## src/rtl/iicc_map.svh

```systemverilog
// Register map, field positions and reset values of the colour config block
`ifndef IICC_MAP_SVH
`define IICC_MAP_SVH

`define IICC_OFS_FORMAT 8'h04
`define IICC_OFS_CONV 8'h14
`define IICC_OFS_CTRL 8'h20
`define IICC_OFS_STATUS 8'h24

`define IICC_RST_FORMAT 32'h0000_0000
`define IICC_RST_CONV 32'h0000_7102
`define IICC_RST_CTRL 32'h0000_0000
`define IICC_MASK_FORMAT 32'hf7ff_ffff
`define IICC_MASK_CONV 32'h0000_71ff
`define IICC_MASK_CTRL 32'h0000_0001

`define IICC_F_ORDER 31:30
`define IICC_F_SWAP 29:28
`define IICC_F_WIDTH 26:16
`define IICC_F_HEIGHT 10:0
`define IICC_B_RSVD 27
`define IICC_B_RGBSEL 12
`define IICC_B_CBOFF 14
`define IICC_B_CROFF 13
`define IICC_B_YOFF 12
`define IICC_F_C4 8:0
`define IICC_B_RGB888 0
`define IICC_B_OVF 16
`define IICC_B_OUTV 17

`define IICC_CHROMA_OFS 12'h010
`define IICC_LUMA_OFS 12'h080
`define IICC_C4_SHIFT 7
`define IICC_RESP_OK 2'b00
`define IICC_RESP_ERR 2'b10

`endif

```

## src/rtl/iicc_pkg.sv

```systemverilog
// Types and helpers shared by the colour config block
package iicc_pkg;

  typedef enum logic [1:0] {IICC_YCC, IICC_RGB565, IICC_RGB888} iicc_fmt_type;

  typedef struct packed {
    logic aw_rdy;
    logic w_rdy;
    logic have_aw;
    logic [7:0] aw_addr;
    logic have_w;
    logic [31:0] wdata;
    logic [3:0] wstrb;
    logic bvalid;
    logic [1:0] bresp;
    logic ar_rdy;
    logic rvalid;
    logic [31:0] rdata;
    logic [1:0] rresp;
    logic [31:0] format;
    logic [31:0] conv;
    logic [31:0] ctrl;
    logic ovf;
    logic [15:0] pix_cnt;
    logic [2:0][7:0] d_s;
    logic [2:0] stb_s;
    logic [2:0] frm_s;
    logic stb_lvl;
    logic frm_lvl;
    logic [1:0] phase;
    logic [7:0] b0;
    logic [7:0] b1;
    logic [7:0] b2;
    logic push_v;
    logic [23:0] push_d;
    logic fresh;
  } iicc_st_type;

  function automatic logic [7:0] iicc_sat8(input logic signed [21:0] v);
    if (v < 0)
      return 8'h00;
    else if (v > 22'sd255)
      return 8'hff;
    else
      return v[7:0];
  endfunction

endpackage

```

## src/rtl/iicc_fifo.sv

```systemverilog
// Pixel word FIFO with a registered output stage
`timescale 1ns/1ps

module iicc_fifo #(
  parameter int WIDTH = 24,
  parameter int DEPTH = 8
) (
  input wire logic clk_sys,
  input wire logic sys_rst,
  input wire logic [WIDTH-1:0] in_data,
  input wire logic in_valid,
  output logic in_ready,
  output logic [WIDTH-1:0] out_data,
  output logic out_valid,
  input wire logic out_ready,
  output logic [$clog2(DEPTH):0] level
);
  localparam int AW = $clog2(DEPTH);

  typedef struct packed {
    logic [DEPTH-1:0][WIDTH-1:0] mem;
    logic [AW-1:0] wp;
    logic [AW-1:0] rp;
    logic [AW:0] cnt;
    logic ov;
    logic [WIDTH-1:0] od;
  } iicc_fifo_st_type;

  iicc_fifo_st_type s, next_s;

  if (DEPTH < 2 || (2 ** AW) != DEPTH || WIDTH < 1) begin : g_chk
    $error("iicc_fifo: DEPTH must be a power of two, at least 2");
  end

  assign in_ready = (s.cnt != (AW + 1)'(DEPTH));
  assign out_data = s.od;
  assign out_valid = s.ov;
  assign level = s.cnt;

  always_comb begin
    next_s = s;
    if (in_valid && in_ready) begin
      next_s.mem[s.wp] = in_data;
      next_s.wp = s.wp + 1'b1;
    end
    // Output stage refills only from words already stored
    if ((!s.ov || out_ready) && s.cnt != '0) begin
      next_s.od = s.mem[s.rp];
      next_s.rp = s.rp + 1'b1;
      next_s.ov = 1'b1;
    end else if (out_ready) begin
      next_s.ov = 1'b0;
    end
    next_s.cnt = s.cnt + (AW + 1)'(in_valid && in_ready)
      - (AW + 1)'((!s.ov || out_ready) && s.cnt != '0);
  end

  always_ff @(posedge clk_sys or posedge sys_rst) begin
    if (sys_rst) begin
      s <= '0;
    end else begin
      s <= next_s;
    end
  end

  fifo_bound_a: assert property (@(posedge clk_sys) disable iff (sys_rst)
    s.cnt <= (AW + 1)'(DEPTH))
    else $error("fifo count above depth");

endmodule

```

## src/rtl/iicc_top.sv

```systemverilog
// Image input colour configuration: AXI4-Lite registers and pixel unpacking
`timescale 1ns/1ps
`include "iicc_map.svh"

// Functional notes
// RL1: Byte order field picks the RGB byte pattern only in RGB input mode.
// RL2: In RGB 8:8:8, order 0 means R-G-B, any other value B-G-R.
// RL3: Order 0: byte0 red plus green high, byte1 green low plus blue.
// RL4: Order 1: byte0 blue plus green high, byte1 green low plus red.
// RL5: Order 2: byte0 green low plus red, byte1 blue plus green high.
// RL6: Blue chroma offset bit set subtracts 16 from Cb, else none.
// RL7: Red chroma offset bit set subtracts 16 from Cr, else none.
// RL8: Luma offset bit set subtracts 128 from Y, else none.
// RL9: Coefficient four is unsigned 9-bit in steps of 1/128.
// RL10: Software avoids byte order 3; hardware treats it like order 0 in 5:6:5 and as B-G-R in 8:8:8.
// RL11: Width and height are 11-bit fields; format bit 27 reads zero.
module iicc_top import iicc_pkg::*; #(
  parameter int FIFO_DEPTH = 8
) (
  input wire logic clk_sys,
  input wire logic sys_rst,
  input wire logic [7:0] s_axi_awaddr,
  input wire logic s_axi_awvalid,
  output logic s_axi_awready,
  input wire logic [31:0] s_axi_wdata,
  input wire logic [3:0] s_axi_wstrb,
  input wire logic s_axi_wvalid,
  output logic s_axi_wready,
  output logic [1:0] s_axi_bresp,
  output logic s_axi_bvalid,
  input wire logic s_axi_bready,
  input wire logic [7:0] s_axi_araddr,
  input wire logic s_axi_arvalid,
  output logic s_axi_arready,
  output logic [31:0] s_axi_rdata,
  output logic [1:0] s_axi_rresp,
  output logic s_axi_rvalid,
  input wire logic s_axi_rready,
  input wire logic [7:0] pix_data,
  input wire logic pix_strobe,
  input wire logic pix_frame,
  output logic [23:0] px_out_data,
  output logic px_out_valid,
  input wire logic px_out_ready
);
  iicc_st_type s, next_s;
  logic fifo_in_ready;
  logic [$clog2(FIFO_DEPTH):0] fifo_level;
  iicc_fmt_type fmt;
  logic [1:0] order;
  logic [7:0] cur;
  logic [23:0] pix;
  logic signed [11:0] yv;
  logic signed [11:0] cbv;
  logic signed [11:0] crv;
  logic signed [21:0] prod;
  logic take;
  logic drop;
  logic [1:0] last_phase;

  if (FIFO_DEPTH < 2) begin : g_chk
    $error("iicc_top: FIFO_DEPTH must be at least 2");
  end

  iicc_fifo #(.WIDTH(24), .DEPTH(FIFO_DEPTH)) u_fifo (
    .clk_sys(clk_sys),
    .sys_rst(sys_rst),
    .in_data(s.push_d),
    .in_valid(s.push_v),
    .in_ready(fifo_in_ready),
    .out_data(px_out_data),
    .out_valid(px_out_valid),
    .out_ready(px_out_ready),
    .level(fifo_level)
  );

  assign s_axi_awready = s.aw_rdy;
  assign s_axi_wready = s.w_rdy;
  assign s_axi_bvalid = s.bvalid;
  assign s_axi_bresp = s.bresp;
  assign s_axi_arready = s.ar_rdy;
  assign s_axi_rvalid = s.rvalid;
  assign s_axi_rdata = s.rdata;
  assign s_axi_rresp = s.rresp;

  function automatic logic [31:0] merge(input logic [31:0] old,
                                        input logic [31:0] wd,
                                        input logic [3:0] be,
                                        input logic [31:0] mask);
    logic [31:0] r;
    r = old;
    for (int i = 0; i < 4; i++) begin
      if (be[i])
        r[i*8 +: 8] = wd[i*8 +: 8];
    end
    return r & mask;
  endfunction

  // Pixel format from software configuration
  always_comb begin
    if (!s.format[`IICC_B_RGBSEL])
      fmt = IICC_YCC;
    else if (s.ctrl[`IICC_B_RGB888])
      fmt = IICC_RGB888;
    else
      fmt = IICC_RGB565;
    order = s.format[`IICC_F_ORDER];
    cur = s.d_s[2];
    last_phase = (fmt == IICC_RGB565) ? 2'd1 : 2'd2;
  end

  // Colour arithmetic for the byte that completes a pixel
  always_comb begin
    yv = $signed({4'h0, s.b0})
      - $signed(s.conv[`IICC_B_YOFF] ? `IICC_LUMA_OFS : 12'h000); // [RL8]
    cbv = $signed({4'h0, s.b1})
      - $signed(s.conv[`IICC_B_CBOFF] ? `IICC_CHROMA_OFS : 12'h000); // [RL6]
    crv = $signed({4'h0, cur})
      - $signed(s.conv[`IICC_B_CROFF] ? `IICC_CHROMA_OFS : 12'h000); // [RL7]
    prod = 22'(cbv * $signed({1'b0, s.conv[`IICC_F_C4]})); // [RL9]
    pix = '0;
    case (fmt)
      IICC_YCC: begin
        pix[23:16] = iicc_sat8(22'(yv) + 22'(crv));
        pix[15:8] = iicc_sat8(22'(yv));
        pix[7:0] = iicc_sat8(22'(yv) + (prod >>> `IICC_C4_SHIFT)); // [RL9]
      end
      IICC_RGB888: begin
        // Only RGB or BGR exist at three bytes per pixel
        if (order == 2'd0)
          pix = {s.b0, s.b1, cur}; // [RL2]
        else
          pix = {cur, s.b1, s.b0}; // [RL2]
      end
      IICC_RGB565: begin
        case (order) // [RL1]
          2'd1: begin
            pix[7:3] = s.b0[7:3]; // [RL4]
            pix[15:13] = s.b0[2:0];
            pix[12:10] = cur[7:5];
            pix[23:19] = cur[4:0];
          end
          2'd2: begin
            pix[12:10] = s.b0[7:5]; // [RL5]
            pix[23:19] = s.b0[4:0];
            pix[7:3] = cur[7:3];
            pix[15:13] = cur[2:0];
          end
          default: begin
            // Reserved order 3 falls back to the default pattern
            pix[23:19] = s.b0[7:3]; // [RL3] [RL10]
            pix[15:13] = s.b0[2:0];
            pix[12:10] = cur[7:5];
            pix[7:3] = cur[4:0];
          end
        endcase
        pix[18:16] = pix[23:21];
        pix[9:8] = pix[15:14];
        pix[2:0] = pix[7:5];
      end
      default: pix = '0;
    endcase
  end

  always_comb begin
    next_s = s;
    // Pin synchronisers; a level counts once stages two and three agree
    next_s.d_s = {s.d_s[1:0], pix_data};
    next_s.stb_s = {s.stb_s[1:0], pix_strobe};
    next_s.frm_s = {s.frm_s[1:0], pix_frame};
    if (s.stb_s[1] == s.stb_s[2])
      next_s.stb_lvl = s.stb_s[2];
    if (s.frm_s[1] == s.frm_s[2])
      next_s.frm_lvl = s.frm_s[2];
    take = s.stb_s[1] && s.stb_s[2] && !s.stb_lvl;
    drop = 1'b0;

    // Pixel assembly
    next_s.fresh = 1'b0;
    if (s.push_v && fifo_in_ready)
      next_s.push_v = 1'b0;
    if (!s.frm_lvl) begin
      next_s.phase = 2'd0;
    end else if (take) begin
      if (s.phase == 2'd0) begin
        next_s.b0 = cur;
        next_s.phase = 2'd1;
      end else if (s.phase != last_phase) begin
        next_s.b1 = cur;
        next_s.phase = 2'd2;
      end else begin
        next_s.phase = 2'd0;
        // Sensor cannot be stalled, so a blocked pixel is dropped
        if (next_s.push_v) begin
          drop = 1'b1;
          next_s.ovf = 1'b1;
        end else begin
          next_s.push_v = 1'b1;
          next_s.push_d = pix;
          next_s.fresh = 1'b1;
          next_s.b2 = cur;
          next_s.pix_cnt = s.pix_cnt + 16'h0001;
        end
      end
    end

    // Write channel
    if (s_axi_awvalid && s.aw_rdy && !s.have_aw) begin
      next_s.have_aw = 1'b1;
      next_s.aw_addr = s_axi_awaddr;
    end
    if (s_axi_wvalid && s.w_rdy) begin
      next_s.have_w = 1'b1;
      next_s.wdata = s_axi_wdata;
      next_s.wstrb = s_axi_wstrb;
    end
    if (s.bvalid && s_axi_bready)
      next_s.bvalid = 1'b0;
    if (s.have_aw && s.have_w && !s.bvalid) begin
      next_s.have_aw = 1'b0;
      next_s.have_w = 1'b0;
      next_s.bvalid = 1'b1;
      next_s.bresp = `IICC_RESP_OK;
      case ({s.aw_addr[7:2], 2'b00})
        `IICC_OFS_FORMAT:
          next_s.format = merge(s.format, s.wdata, s.wstrb,
                                `IICC_MASK_FORMAT); // [RL11]
        `IICC_OFS_CONV:
          next_s.conv = merge(s.conv, s.wdata, s.wstrb, `IICC_MASK_CONV);
        `IICC_OFS_CTRL:
          next_s.ctrl = merge(s.ctrl, s.wdata, s.wstrb, `IICC_MASK_CTRL);
        `IICC_OFS_STATUS: begin
          // New overflow in the same cycle beats the clear
          if (s.wstrb[2] && s.wdata[`IICC_B_OVF] && !drop)
            next_s.ovf = 1'b0;
        end
        default: next_s.bresp = `IICC_RESP_ERR;
      endcase
    end
    next_s.aw_rdy = !next_s.have_aw && !next_s.bvalid;
    // Data may arrive before or after its address
    next_s.w_rdy = !next_s.have_w && !next_s.bvalid;

    // Read channel
    if (s.rvalid && s_axi_rready)
      next_s.rvalid = 1'b0;
    if (s_axi_arvalid && s.ar_rdy) begin
      next_s.rvalid = 1'b1;
      next_s.rresp = `IICC_RESP_OK;
      case ({s_axi_araddr[7:2], 2'b00})
        `IICC_OFS_FORMAT: next_s.rdata = s.format;
        `IICC_OFS_CONV: next_s.rdata = s.conv;
        `IICC_OFS_CTRL: next_s.rdata = s.ctrl;
        `IICC_OFS_STATUS: begin
          next_s.rdata = {14'h0000, px_out_valid, s.ovf, s.pix_cnt};
        end
        default: begin
          next_s.rdata = 32'h0000_0000;
          next_s.rresp = `IICC_RESP_ERR;
        end
      endcase
    end
    next_s.ar_rdy = !next_s.rvalid;
  end

  always_ff @(posedge clk_sys or posedge sys_rst) begin
    if (sys_rst) begin
      s <= '0;
      s.format <= `IICC_RST_FORMAT;
      s.conv <= `IICC_RST_CONV;
      s.ctrl <= `IICC_RST_CTRL;
    end else begin
      s <= next_s;
    end
  end

  // Checks on the design's own outputs
  rsvd_bit_zero_a: assert property ( // [RL11]
    @(posedge clk_sys) disable iff (sys_rst)
    s.rvalid && $past(s_axi_araddr) == `IICC_OFS_FORMAT
      && $rose(s.rvalid) |-> !s.rdata[`IICC_B_RSVD])
    else $error("format bit 27 read as one");

  order_zero_a: assert property ( // [RL3]
    @(posedge clk_sys) disable iff (sys_rst)
    s.fresh && fmt == IICC_RGB565 && order == 2'd0
      |-> s.push_d[23:19] == s.b0[7:3] && s.push_d[7:3] == s.b2[4:0])
    else $error("order 0 mapping wrong");

  order_one_a: assert property ( // [RL4]
    @(posedge clk_sys) disable iff (sys_rst)
    s.fresh && fmt == IICC_RGB565 && order == 2'd1
      |-> s.push_d[7:3] == s.b0[7:3] && s.push_d[23:19] == s.b2[4:0])
    else $error("order 1 mapping wrong");

  order_two_a: assert property ( // [RL5]
    @(posedge clk_sys) disable iff (sys_rst)
    s.fresh && fmt == IICC_RGB565 && order == 2'd2
      |-> s.push_d[23:19] == s.b0[4:0] && s.push_d[7:3] == s.b2[7:3])
    else $error("order 2 mapping wrong");

  rgb888_seq_a: assert property ( // [RL2]
    @(posedge clk_sys) disable iff (sys_rst)
    s.fresh && fmt == IICC_RGB888
      |-> s.push_d == ((order == 2'd0) ? {s.b0, s.b1, s.b2}
                                        : {s.b2, s.b1, s.b0}))
    else $error("8:8:8 sequence wrong");

  mode_gate_a: assert property ( // [RL1]
    @(posedge clk_sys) disable iff (sys_rst)
    s.fresh && !s.format[`IICC_B_RGBSEL] && !s.conv[`IICC_B_YOFF]
      |-> s.push_d[15:8] == s.b0)
    else $error("byte order used outside Rgb_input_select");

  luma_off_a: assert property ( // [RL8]
    @(posedge clk_sys) disable iff (sys_rst)
    s.fresh && fmt == IICC_YCC && s.conv[`IICC_B_YOFF] && s.b0 >= 8'h80
      |-> s.push_d[15:8] == s.b0 - 8'h80)
    else $error("luma offset wrong");

  cr_off_a: assert property ( // [RL7]
    @(posedge clk_sys) disable iff (sys_rst)
    s.fresh && fmt == IICC_YCC && !s.conv[`IICC_B_YOFF] && s.b0 == 8'h00
      && s.conv[`IICC_B_CROFF] && s.b2 >= 8'h10
      |-> s.push_d[23:16] == s.b2 - 8'h10)
    else $error("red chroma offset wrong");

  cb_off_a: assert property ( // [RL6]
    @(posedge clk_sys) disable iff (sys_rst)
    s.fresh && fmt == IICC_YCC && s.conv[`IICC_B_CBOFF] && s.b1 == 8'h10
      |-> s.push_d[7:0] == s.push_d[15:8])
    else $error("blue chroma offset wrong");

  coeff_step_a: assert property ( // [RL9]
    @(posedge clk_sys) disable iff (sys_rst)
    s.fresh && fmt == IICC_YCC && !s.conv[`IICC_B_YOFF] && s.b0 == 8'h00
      && !s.conv[`IICC_B_CBOFF]
      |-> s.push_d[7:0] == iicc_sat8(22'(({13'h0000, s.conv[`IICC_F_C4]}
                                          * {14'h0000, s.b1}) >> 7)))
    else $error("coefficient scaling wrong");

  write_resp_a: assert property (
    @(posedge clk_sys) disable iff (sys_rst)
    s.have_aw && s.have_w && !s.bvalid |=> s.bvalid)
    else $error("write response missing");

  drop_when_full_a: assert property (
    @(posedge clk_sys) disable iff (sys_rst)
    drop |-> fifo_level == ($clog2(FIFO_DEPTH) + 1)'(FIFO_DEPTH))
    else $error("pixel dropped while fifo had room");

  cov_ycc: cover property (@(posedge clk_sys) disable iff (sys_rst)
    s.fresh && fmt == IICC_YCC);
  cov_rgb565: cover property (@(posedge clk_sys) disable iff (sys_rst)
    s.fresh && fmt == IICC_RGB565 && order == 2'd2);
  cov_overflow: cover property (@(posedge clk_sys) disable iff (sys_rst)
    $rose(s.ovf));

endmodule

```

## config.mk

```make
export PLATFORM = sky130hd
export DESIGN_NAME = iicc_top
export DESIGN_NICKNAME = d
export VERILOG_FILES = /design/src/rtl/iicc_pkg.sv /design/src/rtl/iicc_fifo.sv /design/src/rtl/iicc_top.sv
export VERILOG_INCLUDE_DIRS = /design/src /design/src/rtl
export SDC_FILE = /design/constraint.sdc
export NUM_CORES = 1
export LEC_CHECK = 0
export BUFFER_PORTS_ARGS = -buffer_cell sky130_fd_sc_hd__buf_2
export CAP_MARGIN = 20
export CORE_MARGIN = 4
export CORE_UTILIZATION = 30
export CTS_CLUSTER_SIZE = 28
export DETAILED_ROUTE_END_ITERATION = 10
export PLACE_DENSITY_LB_ADDON = 0.25
export SYNTH_ARGS = -nofsm -noshare
export SYNTH_HDL_FRONTEND = slang
export SYNTH_HIERARCHICAL = 1
export SYNTH_SLANG_ARGS = --single-unit
```

## constraint.sdc

```tcl
create_clock -name clk_sys -period 6.98 [get_ports clk_sys]
set_input_delay 0.698 -clock clk_sys [delete_from_list [all_inputs] [get_ports clk_sys]]
set_output_delay 0.698 -clock clk_sys [all_outputs]
set_load 0.005 [all_outputs]
```

# --- Word-level counts from Yosys, hierarchy flattened ---
# Index checks and enable logic that the tools add are counted.
word_totals:
  regBits: 458
  latch_bits: 0
  ram_bits: 0
  mem_bits_ro: 0
  output_inout_bits: 66
  word_cells: 192
  mem_count: 0
op_classes:
  n_addsub: 10
  multipliers: 1
  div_mod_pow: 0
  n_lt_le_gt_ge: 9
  n_eq_ne: 17
  n_shift: 0
  muxes: 60
  bitwise: 3
  n_reduce_logical: 44
ops:
  columns: ["op", "count"]
  rows:
  - ["$bwmux 192", 1]
  - ["$pmux 32 s4", 1]
  - ["$bmux 24 s3", 1]
  - ["$demux 24 s3", 1]
  - ["$mux 24", 3]
  - ["$mux 8", 9]
  - ["$pmux 24 s3", 1]
  - ["$mux 17", 4]
  - ["$mux 34", 2]
  - ["$mux 52", 1]
  - ["$mux 42", 1]
  - ["$mux 37", 1]
  - ["$mux 35", 1]
  - ["$mux 26", 1]
  - ["$eq 6x4->1 const B", 4]
  - ["$reduce_and 3->1", 8]
  - ["$pmux 5 s2", 2]
  - ["$mul 9x10->19", 1]
  - ["$sub 8x5->9", 2]
  - ["$logic_and 1x1->1", 17]
  - ["$add 16x1->16 const B", 1]
  - ["$mux 1", 16]
  - ["$mux 16", 1]
  - ["$mux 2", 8]
  - ["other kinds (35)", 56]

# --- Depth between registers and ports, before layout ---
logic_depth:
  depth_word: 14
  depth_mapped: 31

# --- Cells and area by module ---
# The synthesis kept the hierarchy.
modules_own_cells:
  columns: ["mod", "instances", "cells_each", "area_each_um2"]
  rows:
  - ["iicc_top", 1, 1282, 13305.3]
  - ["iicc_fifo", 1, 742, 10631.4]

# --- Worst setup path before layout ---
# Ideal clock, no wire load.
synth_path:
  kind: "reg2reg"
  startpoint: "reg, netlist name s[147]"
  endpoint: "reg, netlist name s[3]"
  t_arrival_ns: 7.096
  slack_ns: -0.251
  path_stages_with_launch: 27
  path_buffers: 1
  cell_sequence: "dfstp_2 ha_1 ha_1 xor2_1 nand2_1 fa_1 fa_1 inv_1 fa_1 fa_1 inv_1 fa_1 inv_1 ha_1 or3_1 or3b_1 a21oi_2 a21oi_1 or4_1 nand3_1 ha_1 nand2_1 nor4b_1 or4_4 buf_6 nor4b_4 a211oi_1"

==> summary.txt <==
Setup path
  – Worst-path maximum fanout: 6
  – Worst Path Class, Setup: reg -> reg
  – Setup crit start kind: flip-flop
  – Category of the worst setup path capture point: flip-flop
  – Data required time of the critical path: approximately 7400 ps
  – Data arrival time of the worst path: between 7000 and 8000 ps

Power and ir drop
  – Power per unit of standard cell area: about 330 nW/um^2
  – Leak: 13.3 nW
  – Total design power: 8.97 mW
  – Peak VDD IR: approximately 220 uV

Clocking
  – Clock latency on the worst-skew pair: around 580 ps
  – Root Buffer Master: sky130_fd_sc_hd__clkbuf_16
  – Clock edge transition at the registers on the reported setup and hold paths: around 70 ps
  – Deepest level of the CTS H-tree: 2
  – Total number of clock tree sinks: roughly 440
  – Clock tree from TritonCTS: done
  – Max clock buf depth: 3
  – Number of buffers added by the clock tree synthesis step: 46
  – Hold bufs inserted after CTS: 0

Floorplan
  – Initial core utilization: ~30%
  – Overall die area: 84300 um^2
  – Horiz. Die Dim: roughly 290 um
  – Area of the core region: 79000 um^2
  – Vertical extent of the die: slightly below 300 um
  – Ports: approximately 140
  – Number of rows in the core area: between 100 and 150

Timing
  – Count of final setup violators: 8
  – Fin Setup TNS: -370 ps
  – RSZ-0062 raised after global routing: yes
  – Worst-case headroom to the max-slew limit: between 20% and 30%
  – Crit path time final: 7050 ps
  – Layout Skew: roughly 25 ps
  – Final Hold Fails: 0
  – Transition time at the pin with the least slew margin: roughly 1100 ps
  – Max-slew violations: 0
  – Max Fclk: around 0.14 GHz
  – Post-route setup slack: -65.2 ps
  – Share of the clock period used by the worst path: 101%

Synth
  – Number of warning messages in the yosys log: 6
  – Average cell area after synthesis: between 10 and 15 um^2
  – Post-synthesis instance total: slightly above 2000
  – Post-synthesis instance area: roughly 24000 um^2

Placement
  – Placer Congestion: roughly 0.83
  – Placed Instance Area: 25700 um^2
  – HPWL after detailed placement: roughly 40000 um
  – Port Buffers: approximately 130

Global route
  – Aggregate global-route resource usage: between 10% and 20%
  – Global-route wire length before repair: 95400 um
  – Antenna violations before repair: 1
  – Number of global-route vias before repair: about 16000
  – Leftover overflow at the end of global routing: 0
  – Largest net degree at the start of global routing: 135

Routing
  – Routed via count divided by cell count: a little under 5
  – Total vias in the final route: around 15000
  – Post-DRT Antenna Nets: 0
  – Iter 0 DRT Violations: roughly 720
  – Mean routed wirelength per cell: approximately 19 um
  – Router iterations before antenna repair: 5
  – Post-detailed-routing wire length: approximately 60000 um
  – Remaining DRCs: 0

Worst hold path
  – Hold/Removal Path Class: in -> reg

Cells and area
  – Growth of design area from synthesis to finish: 14.7%
  – Layout Nets: about 2300
  – Layout cell share with drive strength beyond 1: about 33%
  – Post-route cell area: approximately 27000 um^2
  – Antenna fix cells: 0

Status
  – Outcome: complete, but fails checks
  – Violated checks: setup timing

Flow run
  – Reported max-cap violation count: 0
-- per-stage QoR --
step	setup slack [ps]	hold WS, ps	instances	utilization, %
floorplan	20.4	331	2022	-
global placement	-235	334	3109	32.5
detailed placement	-342	335	3109	32.5
CTS	-84.8	185	3202	34.6
global route	-321	193	3204	34.7
finish	-65.2	226	3204	34.7
-- cells in the final DEF, fill, tap and decap left out, types with 5 or more instances in the layout --
| cell | count |
|---|---|
| sky130_fd_sc_hd__a211oi_1 | 11 |
| sky130_fd_sc_hd__a21o_1 | 10 |
| sky130_fd_sc_hd__a21oi_1 | 39 |
| sky130_fd_sc_hd__a221oi_1 | 6 |
| sky130_fd_sc_hd__a22o_1 | 24 |
| sky130_fd_sc_hd__a22oi_1 | 27 |
| sky130_fd_sc_hd__and2_1 | 21 |
| sky130_fd_sc_hd__buf_2 | 127 |
| sky130_fd_sc_hd__buf_4 | 83 |
| sky130_fd_sc_hd__clkbuf_1 | 12 |
| sky130_fd_sc_hd__clkbuf_16 | 47 |
| sky130_fd_sc_hd__clkbuf_8 | 11 |
| sky130_fd_sc_hd__clkinv_2 | 7 |
| sky130_fd_sc_hd__dfrtp_1 | 438 |
| sky130_fd_sc_hd__dfstp_2 | 5 |
| sky130_fd_sc_hd__fa_1 | 51 |
| sky130_fd_sc_hd__ha_1 | 87 |
| sky130_fd_sc_hd__inv_1 | 103 |
| sky130_fd_sc_hd__mux2_2 | 312 |
| sky130_fd_sc_hd__mux2_4 | 40 |
| sky130_fd_sc_hd__mux2i_1 | 72 |
| sky130_fd_sc_hd__nand2_1 | 116 |
| sky130_fd_sc_hd__nand2b_1 | 24 |
| sky130_fd_sc_hd__nand3_1 | 12 |
| sky130_fd_sc_hd__nand4_1 | 11 |
| sky130_fd_sc_hd__nor2_1 | 75 |
| sky130_fd_sc_hd__nor2b_1 | 32 |
| sky130_fd_sc_hd__nor3_1 | 21 |
| sky130_fd_sc_hd__nor3b_1 | 12 |
| sky130_fd_sc_hd__nor4_2 | 5 |
| sky130_fd_sc_hd__o21a_1 | 14 |
| sky130_fd_sc_hd__o21ai_0 | 88 |
| sky130_fd_sc_hd__o21bai_1 | 6 |
| sky130_fd_sc_hd__o22ai_1 | 32 |
| sky130_fd_sc_hd__o31ai_1 | 26 |
| sky130_fd_sc_hd__xnor2_1 | 30 |
| sky130_fd_sc_hd__xor2_1 | 13 |
-- layer usage --
metal	vias up	track usage (%)	share of wire, %
met5	-	0	0
li1	7244	-	-
met2	268	23.5	48
met4	0	3.59	2.3
met3	88	2.11	3.5
met1	7887	19.1	46
-- critical path, stage by stage, from the launching register on --
cell,delay (ps)
sky130_fd_sc_hd__dfstp_2,550
sky130_fd_sc_hd__ha_4,150
sky130_fd_sc_hd__ha_4,160
sky130_fd_sc_hd__xor2_4,170
sky130_fd_sc_hd__nand2_2,80
sky130_fd_sc_hd__fa_1,500
sky130_fd_sc_hd__fa_1,510
sky130_fd_sc_hd__inv_2,40
sky130_fd_sc_hd__fa_1,470
sky130_fd_sc_hd__fa_1,510
sky130_fd_sc_hd__inv_1,50
sky130_fd_sc_hd__fa_1,470
sky130_fd_sc_hd__inv_1,40
sky130_fd_sc_hd__ha_2,170
sky130_fd_sc_hd__or3_1,310
sky130_fd_sc_hd__or3b_4,410
sky130_fd_sc_hd__and3_4,160
sky130_fd_sc_hd__o21a_1,180
sky130_fd_sc_hd__nor2_2,120
sky130_fd_sc_hd__xnor2_1,80
sky130_fd_sc_hd__ha_1,320
sky130_fd_sc_hd__o21a_1,200
sky130_fd_sc_hd__nand4_1,140
sky130_fd_sc_hd__nor4b_2,180
sky130_fd_sc_hd__or4_4,550
sky130_fd_sc_hd__buf_12,170
sky130_fd_sc_hd__nor4_4,120
sky130_fd_sc_hd__o22ai_1,110
-- cell type report --
type,instances,area [um^2]
fillers,7856,51600
multi-input cells,1303,11700
flip-flops and latches,444,11100
clock buffers,70,1370
repair buffers,214,1330
well taps,1050,1310
inverters,107,417
clock inverters,16,185
-- sequential cells by signal, indices dropped and copies added, names as in the netlist --
signal and flops:
s_axi_bvalid 1, next_s 20, s_axi_awready 1, s_axi_bresp 1, s_axi_rvalid 1, s_axi_wready 1, u_fifo/out_data 24, u_fifo/level 4
u_fifo/out_valid 1, u_fifo/s 198, s_axi_arready 1, order 2, s 149, s_axi_rresp 1, s_axi_rdata 31, cur 8
-- report_power, final --
part	internal, mW	switching, mW	leakage, nW
Combinational	1.47	1.58	6.61
Clock	1.48	1.05	0.762
Sequential	2.95	0.441	5.92
Total	5.90	3.07	13.3
-- repair_timing --
item / in CTS / in global routing
pin swaps: 24 / 20
buffers inserted: 7 / 1
endpoints found under the setup margin: 8 / 8
gates resized for setup: 14 / 7
-- worst paths after layout --
path,startpoint,endpoint,slack (ps),cells past startpoint
worst max-delay path,s[147],s[7],-70,27
worst min-delay path,pix_data[6],next_s[74],230,1
worst max register to register,s[147],s[7],-70,27
worst min register to register,next_s[79],cur[3],340,0
max in group asynchronous,sys_rst,u_fifo/s[29],5240,3
min in group asynchronous,sys_rst,u_fifo/level[2],300,2
Note: power is estimated with default switching activity, not from simulation.
